**src/common/ppcd_params.svh**
```systemverilog
// Constants for the power port capability descriptor source.
// Assumes inclusion by bare name from every file that needs them.
`ifndef PPCD_PARAMS_SVH
`define PPCD_PARAMS_SVH

// Header bytes
`define PPCD_OFS_LENGTH     8'h00
`define PPCD_OFS_DTYPE      8'h01
`define PPCD_OFS_CODE       8'h02
`define PPCD_OFS_RSVD0      8'h03
`define PPCD_OFS_BITMAP     8'h04
// Sink descriptor fields
`define PPCD_OFS_MIN_V      8'h06
`define PPCD_OFS_MAX_V      8'h08
`define PPCD_OFS_RSVD1      8'h0A
`define PPCD_OFS_STEADY     8'h0C
`define PPCD_OFS_PEAK       8'h10
`define PPCD_OFS_DUR        8'h14
`define PPCD_SINK_LENGTH    8'h18
// Source descriptor fields
`define PPCD_OFS_COUNT      8'h06
`define PPCD_OFS_RSVD2      8'h07
`define PPCD_OFS_PDO        8'h08
`define PPCD_SRC_HDR_LENGTH 8'h08
`define PPCD_PDO_BYTES      8'h04
// Bitmap layout
`define PPCD_BITMAP_USED    3
`define PPCD_BITMAP_PAD     13
// Values
`define PPCD_DUR_UNKNOWN    32'h0000FFFF
`define PPCD_DEVCAP_TYPE    8'h10
`define PPCD_SINK_CODE      8'h01
`define PPCD_SOURCE_CODE    8'h02
`define PPCD_MAX_PDO        7
`define PPCD_ZERO_BYTE      8'h00

`endif

```
**src/common/ppcd_pkg.sv**
```systemverilog
// Types shared by the descriptor source and its power object store.
// Assumes ppcd_params.svh is on the include path.
`default_nettype none
package ppcd_pkg;

    // Which descriptor a read addresses
    typedef enum logic [0:0]
    {
        PPCD_SINK   = 1'b0,
        PPCD_SOURCE = 1'b1
    } ppcd_desc_type;

    // Whole state of the top module
    typedef struct packed
    {
        logic        sink_en;
        logic        source_en;
        logic [15:0] sink_bitmap;
        logic [15:0] min_v;
        logic [15:0] max_v;
        logic [31:0] steady;
        logic [31:0] peak;
        logic [31:0] dur;
        logic [15:0] src_bitmap;
        logic [7:0]  pdo_count;
        logic [7:0]  src_len;
        logic        rd_valid;
        logic        rd_absent;
        logic [7:0]  rd_data;
    } ppcd_state_type;

endpackage
`default_nettype wire

```
**src/ppcd_pdo_store.sv**
```systemverilog
// Storage for the source port's power data objects, byte readout.
// Assumes writes and reads come from logic on the same clock.
`default_nettype none
`include "ppcd_params.svh"
module ppcd_pdo_store
    import ppcd_pkg::*;
#(
    parameter int MAX_PDO = `PPCD_MAX_PDO
)
(
    input  wire logic        clk,
    input  wire logic        rst_n,
    input  wire logic        wr,
    input  wire logic [2:0]  wr_idx,
    input  wire logic [31:0] wr_data,
    input  wire logic [7:0]  rd_rel,
    output logic      [7:0]  rd_byte
);

    // Local state: one word per power data object
    typedef struct packed
    {
        logic [MAX_PDO-1:0][31:0] pdo;
    } ppcd_store_type;

    ppcd_store_type st_q;
    ppcd_store_type st_d;
    logic [5:0]     obj;

    // Write port, out-of-range index ignored
    always_comb
    begin
        st_d = st_q;
        if (wr && (int'(wr_idx) < MAX_PDO))
        begin
            st_d.pdo[wr_idx] = wr_data;
        end
    end

    // Byte select, low byte of each object first
    always_comb
    begin
        obj = rd_rel[7:2];
        rd_byte = `PPCD_ZERO_BYTE;
        if (int'(obj) < MAX_PDO)
        begin
            rd_byte = st_q.pdo[obj[2:0]][8*rd_rel[1:0] +: 8];
        end
    end

    // Cleared by device reset
    always_ff @(posedge clk or negedge rst_n)
    begin
        if (!rst_n)
        begin
            st_q <= '0;
        end
        else
        begin
            st_q <= st_d;
        end
    end

endmodule
`default_nettype wire

```
**src/ppcd_top.sv**
```systemverilog
// Sink and source port capability descriptors, read a byte at a time.
// Assumes configuration inputs come from logic on CLK_SYS.
`default_nettype none
`include "ppcd_params.svh"
module ppcd_top
    import ppcd_pkg::*;
#(
    // Store depth, then type and capability codes (codes arbitrary)
    parameter int         MAX_PDO     = `PPCD_MAX_PDO,
    parameter logic [7:0] DEVCAP_TYPE = `PPCD_DEVCAP_TYPE,
    parameter logic [7:0] SINK_CODE   = `PPCD_SINK_CODE,
    parameter logic [7:0] SOURCE_CODE = `PPCD_SOURCE_CODE
)
(
    input  wire logic        CLK_SYS,
    input  wire logic        RST_N,
    // Configuration of the two descriptors
    input  wire logic        SINK_EN,
    input  wire logic        SOURCE_EN,
    input  wire logic [2:0]  SINK_SPEC_BITS,
    input  wire logic [15:0] LOWEST_OPERATING_VOLTAGE,
    input  wire logic [15:0] HIGHEST_OPERATING_VOLTAGE,
    input  wire logic [31:0] STEADY_POWER_LIMIT,
    input  wire logic [31:0] PEAK_POWER_LIMIT,
    input  wire logic [31:0] PEAK_DURATION_LIMIT,
    input  wire logic        PEAK_DURATION_KNOWN,
    input  wire logic [2:0]  SOURCE_SPEC_BITS,
    input  wire logic [7:0]  POWER_OBJECT_COUNT,
    // Power data object writes
    input  wire logic        PDO_WR,
    input  wire logic [2:0]  PDO_WR_IDX,
    input  wire logic [31:0] PDO_WR_DATA,
    // Descriptor read port
    input  wire logic        RD_REQ,
    input  wire logic        RD_SEL,
    input  wire logic [7:0]  RD_ADDR,
    output logic             RD_VALID,
    output logic      [7:0]  RD_DATA,
    output logic             RD_ABSENT,
    // Derived source fields
    output logic      [7:0]  SOURCE_LENGTH,
    output logic      [7:0]  SOURCE_OBJECT_COUNT
);

    // Store depth as a byte, for the count clamp
    localparam logic [7:0] MAX_PDO_B = 8'(MAX_PDO);

    // State, store readout, clamped count and answer candidates
    ppcd_state_type s_q;
    ppcd_state_type s_d;
    logic [7:0]     pdo_rel;
    logic [7:0]     pdo_byte;
    logic [7:0]     cnt_c;
    ppcd_desc_type  sel_c;
    logic [7:0]     sink_b;
    logic [7:0]     source_b;

    // Offset into the object area of the source descriptor
    assign pdo_rel = RD_ADDR - `PPCD_OFS_PDO;

    // Power data object storage
    ppcd_pdo_store
    #(
        .MAX_PDO (MAX_PDO)
    )
    u_store
    (
        .clk     (CLK_SYS),
        .rst_n   (RST_N),
        .wr      (PDO_WR),
        .wr_idx  (PDO_WR_IDX),
        .wr_data (PDO_WR_DATA),
        .rd_rel  (pdo_rel),
        .rd_byte (pdo_byte)
    );

    // Byte of a 16-bit field, low byte first
    function automatic logic [7:0] half_byte
    (
        input logic [15:0] v,
        input logic [7:0]  rel
    );
        half_byte = v[8*rel[0] +: 8];
    endfunction

    // Byte of a 32-bit field, low byte first
    function automatic logic [7:0] word_byte
    (
        input logic [31:0] v,
        input logic [7:0]  rel
    );
        word_byte = v[8*rel[1:0] +: 8];
    endfunction

    // Sink descriptor byte at a given offset
    function automatic logic [7:0] sink_byte
    (
        input ppcd_state_type s,
        input logic [7:0]     a
    );
        logic [7:0] r;
        r = `PPCD_ZERO_BYTE;
        // Common header bytes
        if (a == `PPCD_OFS_LENGTH)
        begin
            r = `PPCD_SINK_LENGTH;
        end
        else if (a == `PPCD_OFS_DTYPE)
        begin
            r = DEVCAP_TYPE;
        end
        else if (a == `PPCD_OFS_CODE)
        begin
            r = SINK_CODE;
        end
        else if (a == `PPCD_OFS_RSVD0)
        begin
            r = `PPCD_ZERO_BYTE;
        end
        // Bitmap and voltage fields
        else if (a < `PPCD_OFS_MIN_V)
        begin
            r = half_byte(s.sink_bitmap, a - `PPCD_OFS_BITMAP);
        end
        else if (a < `PPCD_OFS_MAX_V)
        begin
            r = half_byte(s.min_v, a - `PPCD_OFS_MIN_V);
        end
        else if (a < `PPCD_OFS_RSVD1)
        begin
            r = half_byte(s.max_v, a - `PPCD_OFS_MAX_V);
        end
        // Reserved 16-bit field, then power and duration fields
        else if (a < `PPCD_OFS_STEADY)
        begin
            r = `PPCD_ZERO_BYTE;
        end
        else if (a < `PPCD_OFS_PEAK)
        begin
            r = word_byte(s.steady, a - `PPCD_OFS_STEADY);
        end
        else if (a < `PPCD_OFS_DUR)
        begin
            r = word_byte(s.peak, a - `PPCD_OFS_PEAK);
        end
        else if (a < `PPCD_SINK_LENGTH)
        begin
            r = word_byte(s.dur, a - `PPCD_OFS_DUR);
        end
        else
        begin
            r = `PPCD_ZERO_BYTE; // Past the end reads zero
        end
        sink_byte = r;
    endfunction

    // Source descriptor byte; the object area comes from the store
    function automatic logic [7:0] source_byte
    (
        input ppcd_state_type s,
        input logic [7:0]     a,
        input logic [7:0]     obj_b
    );
        logic [7:0] r;
        r = `PPCD_ZERO_BYTE;
        // Common header bytes
        if (a == `PPCD_OFS_LENGTH)
        begin
            r = s.src_len;
        end
        else if (a == `PPCD_OFS_DTYPE)
        begin
            r = DEVCAP_TYPE;
        end
        else if (a == `PPCD_OFS_CODE)
        begin
            r = SOURCE_CODE;
        end
        else if (a == `PPCD_OFS_RSVD0)
        begin
            r = `PPCD_ZERO_BYTE;
        end
        // Bitmap, object count and the objects
        else if (a < `PPCD_OFS_COUNT)
        begin
            r = half_byte(s.src_bitmap, a - `PPCD_OFS_BITMAP);
        end
        else if (a == `PPCD_OFS_COUNT)
        begin
            r = s.pdo_count;
        end
        else if (a == `PPCD_OFS_RSVD2)
        begin
            r = `PPCD_ZERO_BYTE;
        end
        else if (a < s.src_len)
        begin
            r = obj_b;
        end
        else
        begin
            r = `PPCD_ZERO_BYTE; // Past the end reads zero
        end
        source_byte = r;
    endfunction

    // Selected descriptor and the candidate byte of each
    assign sel_c    = ppcd_desc_type'(RD_SEL);
    assign sink_b   = sink_byte(s_q, RD_ADDR);
    assign source_b = source_byte(s_q, RD_ADDR, pdo_byte);

    // Configuration capture and read answer
    always_comb
    begin
        s_d = s_q;

        // Object count clamped to the store depth
        if (POWER_OBJECT_COUNT > MAX_PDO_B)
        begin
            cnt_c = MAX_PDO_B;
        end
        else
        begin
            cnt_c = POWER_OBJECT_COUNT;
        end

        // Which descriptors are offered
        s_d.sink_en   = SINK_EN;
        s_d.source_en = SOURCE_EN;

        // Spec bitmaps, reserved upper bits forced low
        s_d.sink_bitmap =
            {{`PPCD_BITMAP_PAD{1'b0}}, SINK_SPEC_BITS};
        s_d.src_bitmap =
            {{`PPCD_BITMAP_PAD{1'b0}}, SOURCE_SPEC_BITS};

        // Voltage and power limits of the sink
        s_d.min_v  = LOWEST_OPERATING_VOLTAGE;
        s_d.max_v  = HIGHEST_OPERATING_VOLTAGE;
        s_d.steady = STEADY_POWER_LIMIT;
        s_d.peak   = PEAK_POWER_LIMIT;

        // Peak duration, all ones in the low half when unknown
        if (PEAK_DURATION_KNOWN)
        begin
            s_d.dur = PEAK_DURATION_LIMIT;
        end
        else
        begin
            s_d.dur = `PPCD_DUR_UNKNOWN;
        end

        // Source object count and the length that follows from it
        s_d.pdo_count = cnt_c;
        s_d.src_len = `PPCD_SRC_HDR_LENGTH
                    + 8'(cnt_c * `PPCD_PDO_BYTES);

        // Read answer one cycle after the request, data held otherwise
        s_d.rd_valid = RD_REQ;
        if (RD_REQ)
        begin
            if (sel_c == PPCD_SINK)
            begin
                s_d.rd_absent = !s_q.sink_en;
                s_d.rd_data   = `PPCD_ZERO_BYTE;
                if (s_q.sink_en)
                begin
                    s_d.rd_data = sink_b;
                end
            end
            else
            begin
                s_d.rd_absent = !s_q.source_en;
                s_d.rd_data   = `PPCD_ZERO_BYTE;
                if (s_q.source_en)
                begin
                    s_d.rd_data = source_b;
                end
            end
        end
    end

    // Single state register, cleared by device reset
    always_ff @(posedge CLK_SYS or negedge RST_N)
    begin
        if (!RST_N)
        begin
            s_q <= '0;
        end
        else
        begin
            s_q <= s_d;
        end
    end

    // Outputs straight from the state register
    assign RD_VALID            = s_q.rd_valid;
    assign RD_DATA             = s_q.rd_data;
    assign RD_ABSENT           = s_q.rd_absent;
    assign SOURCE_LENGTH       = s_q.src_len;
    assign SOURCE_OBJECT_COUNT = s_q.pdo_count;

endmodule
`default_nettype wire

```
**config.mk**
```make
export PLATFORM = sky130hd
export DESIGN_NAME = ppcd_top
export DESIGN_NICKNAME = d
export VERILOG_FILES = /design/src/common/ppcd_pkg.sv /design/src/ppcd_pdo_store.sv /design/src/ppcd_top.sv
export VERILOG_INCLUDE_DIRS = /design/src /design/src/common
export SDC_FILE = /design/constraint.sdc
export NUM_CORES = 1
export LEC_CHECK = 0
export BUFFER_PORTS_ARGS = -buffer_cell sky130_fd_sc_hd__buf_2
export CAP_MARGIN = 15
export CORE_ASPECT_RATIO = 0.9
export CORE_MARGIN = 2
export CORE_UTILIZATION = 58
export CTS_CLUSTER_SIZE = 12
export DETAILED_ROUTE_END_ITERATION = 10
export HOLD_SLACK_MARGIN = 0.08
export PLACE_DENSITY = 0.8
export SLEW_MARGIN = 20
export SYNTH_ARGS = -nofsm -noshare
export SYNTH_HDL_FRONTEND = slang
export SYNTH_HIERARCHICAL = 1
export SYNTH_SLANG_ARGS = --single-unit
export TNS_END_PERCENT = 100
```
**constraint.sdc**
```tcl
create_clock -name CLK_SYS -period 2.4 [get_ports CLK_SYS]
set_clock_uncertainty 0.1 [all_clocks]
set_input_delay 0.6 -clock CLK_SYS [delete_from_list [all_inputs] [get_ports CLK_SYS]]
set_output_delay 0.6 -clock CLK_SYS [all_outputs]
set_load 0.02 [all_outputs]
```
==> results.cfg <==
[synth]
synth_largest_area_cell = dfrtp_1
async_reset_ff_frac = 1.00
syn_avg_cell_area_um2 = 14.0
synth_cell_types = 67
syn-cell-area_um2 = 16800
synth_seq_area_share = 0.571
ys_ff_latch = 383
syn_inst = 1195
synthTopCellsByArea = dfrtp_1 57%, mux2_2 14%, mux2i_1 5.7%, mux4_2 3.8%, buf_4 2.0%
synth_edf_count = 0
yosysWarningCount = 6
yosys.area.top_type_share = 0.571
ys.flop_type = dfrtp_1

[global_routing]
grt_remaining_overflow = 0
grt_pass1_wl_mm = 73.7
grt_pass1_vias = 12800
grt_max_degree = 63
antenna_found_initial = 4
track_usage = 0.324

[power]
power.net_switching_w = 0.00434
leakagePower_nw = 9.73
seq_power_share = 0.477
vdd_drop_max_mv = 0.531
combPwrFrac = 0.170
sw_frac_of_total = 0.260
clkPwrFrac = 0.353
powerDensity_nw_per_um2 = 782
internal-power_w = 0.0123

[timing]
hold_viol = 0
fin_crit_ns = 2.36
max-slew-margin-rel = 0.513
maxSlewViolCount = 0
fin_ws_ns = 0.0416
fin_hold_ws_ns = 0.0807
finalSetupViolCount = 0
fmax_ghz = 0.424
fin_crit_sh = 0.983
rsz0062_at_grt = true
worst_slew_pin_slew_ns = 0.720

[setup_path]
cp_max_fo = 4
required_ns = 2.76
crit_start = RD_ADDR[3]
crit_family = simple AND/OR/NAND/NOR gates
slowest_stage = or3_4
slowest_delay_ns = 0.42
path_buf_inv = 3
cp_common_cell = nand4_1
crit_type = in -> reg
r2r-start = u_store/st_q[57]
cp.arrival_ns = 2.72
worstPathCellList = buf_12 > clkinv_8 > ha_4 > nand2_2 > xnor2_1 > or3_4 > nor3_4 > buf_6 > nand4_1 > o221ai_2 > nand4_1 > a211oi_2 > o32a_1
startpoint_type = primary input
worst_setup_path_end_kind = flip-flop

[floorplan]
io_pins = 219
die_area_um2 = 30300
rows = 59
core_area_um2 = 28700
fp.dieH_um = 165
dieWidth_um = 183
start_util = 0.585

[clock_network]
cts_buffers = 40
insertion_delay_ns = 0.55
cts_tree = yes
cts-htree-levels = 2
root_buffer = clkbuf_16
path_clk_slew_ns = 0.06
clk_path_buf_depth = 3
cts_sinks = 383

[final_layout]
nets = 1790
synthToLayoutAreaGrowth_pct = 27.0
layout-drive-gt1-share = 0.421

[routing]
drc = 0
first_pass_iters = 7
viasPerCell = 6.17
vias = 12200
drt-initial-drc-count = 1152
wire_per_inst_um = 24.9
routed_wl_mm = 49.3
ant_nets = 0

[place]
place_congestion = 0.934
place_hpwl_mm = 29.8
place_ws_ns = -0.556
portBuffers = 216

[flow_run]
drv_cap = 0

[worst_hold_path]
hold_path_startpoint = LOWEST_OPERATING_VOLTAGE[6]
min_path_type = in -> reg

[run_status]
outcome = finished, final reports clean
==> kinds of logic after synthesis <==
kind of cell / synth area share
other: 0.000223
adder cells (fa/ha/maj): 0.00522
flip-flops: 0.571
XOR/XNOR: 0.00157
AND/OR/NAND/NOR: 0.0567
buffers and inverters: 0.0458
AO/OA/AOI/OAI: 0.0674
multiplexers: 0.252
==> power groups by stage <==
stage	logic, W	registers (W)	clock network (W)
after global routing	0.00303	0.00803	0.00621
after global placement	0.00250	0.00793	0
after detailed placement	0.00259	0.00799	0
after floorplan	0.00167	0.00783	0
final	0.00284	0.00794	0.00588
after CTS	0.00275	0.00790	0.00586
==> through the flow <==
step | utilization | total power (W) | TNS, ns | instances | instance area [µm²]
2_1_floorplan | - | 0.00950 | -0.955 | 1203 | 16900
3_3_place_gp | 0.663 | 0.0104 | -3.23 | 1813 | 19000
3_5_place_dp | 0.663 | 0.0106 | -3.90 | 1813 | 19000
4_1_cts | 0.737 | 0.0165 | 0 | 1965 | 21200
5_1_grt | 0.742 | 0.0173 | -0.118 | 1975 | 21300
6_report | 0.742 | 0.0167 | 0 | 1978 | 21300
==> cell usage in the layout, fill, tap and decap left out, types with 20 or more instances in the layout <==
master         count
mux2_2           216
mux2i_1           95
o221ai_1          37
nand2_1           30
and2_1            20
buf_12            21
clkbuf_16         41
mux4_2            28
nand2b_1          26
buf_2            212
dfrtp_1          383
inv_1             40
buf_4            108
dlygate4sd3_1     98
==> timing repair <==
item | in CTS | in global routing
hold buffers | 92 | 6
pin swaps | 0 | 10
hold endpoints to repair | 137 | 6
resized for setup | 2 | 18
setup buffers | 0 | 3
setup endpoints to repair | 2 | 8
==> cell usage after synthesis (all sizes together), types with 6 or more instances <==
cell	count
dfrtp	383
mux2	228
mux2i	95
buf	83
inv	43
o221ai	43
nand2	33
mux4	31
nand2b	26
and2	20
nor2	18
a22oi	17
o21ai	16
a21oi	15
clkbuf	15
nor2b	14
nand4	11
o22a	8
and3	7
ha	7
a211oi	6
a221oi	6
nor3	6
==> registers in the layout, indices dropped and copies added, names as in the netlist <==
name,cells
u_store/st_q,224
RD_VALID,1
SOURCE_OBJECT_COUNT,8
s_q,136
RD_ABSENT,1
RD_DATA,8
SOURCE_LENGTH,5
==> layer usage <==
layer / part of all wire / GRT usage / vias up
li1: - / - / 5124
met1: 0.38 / 0.412 / 6188
met2: 0.48 / 0.531 / 689
met3: 0.082 / 0.0741 / 196
met4: 0.053 / 0.162 / 2
met5: 0.00018 / 0 / -
==> final timing paths <==
path                                    end  slack [ns]  cells after the start
max                              RD_DATA[2]        0.04                     13
min                                s_q[160]        0.08                      1
max reg2reg                      RD_DATA[1]        0.13                      6
min reg2reg                u_store/st_q[85]        0.38                      1
max in group asynchronous  u_store/st_q[81]        0.93                      3
min in group asynchronous  u_store/st_q[82]        0.52                      2
==> cell type report <==
cell class | count | area [µm²]
multi-input cells | 679 | 6560
clock inverters | 7 | 71.3
clock buffers | 53 | 1130
fillers | 1717 | 7400
well taps | 366 | 458
repair buffers | 443 | 3330
flip-flops and latches | 383 | 9580
inverters | 43 | 180
diodes | 4 | 10.0
No activity file was read; power rests on OpenSTA's default activity.
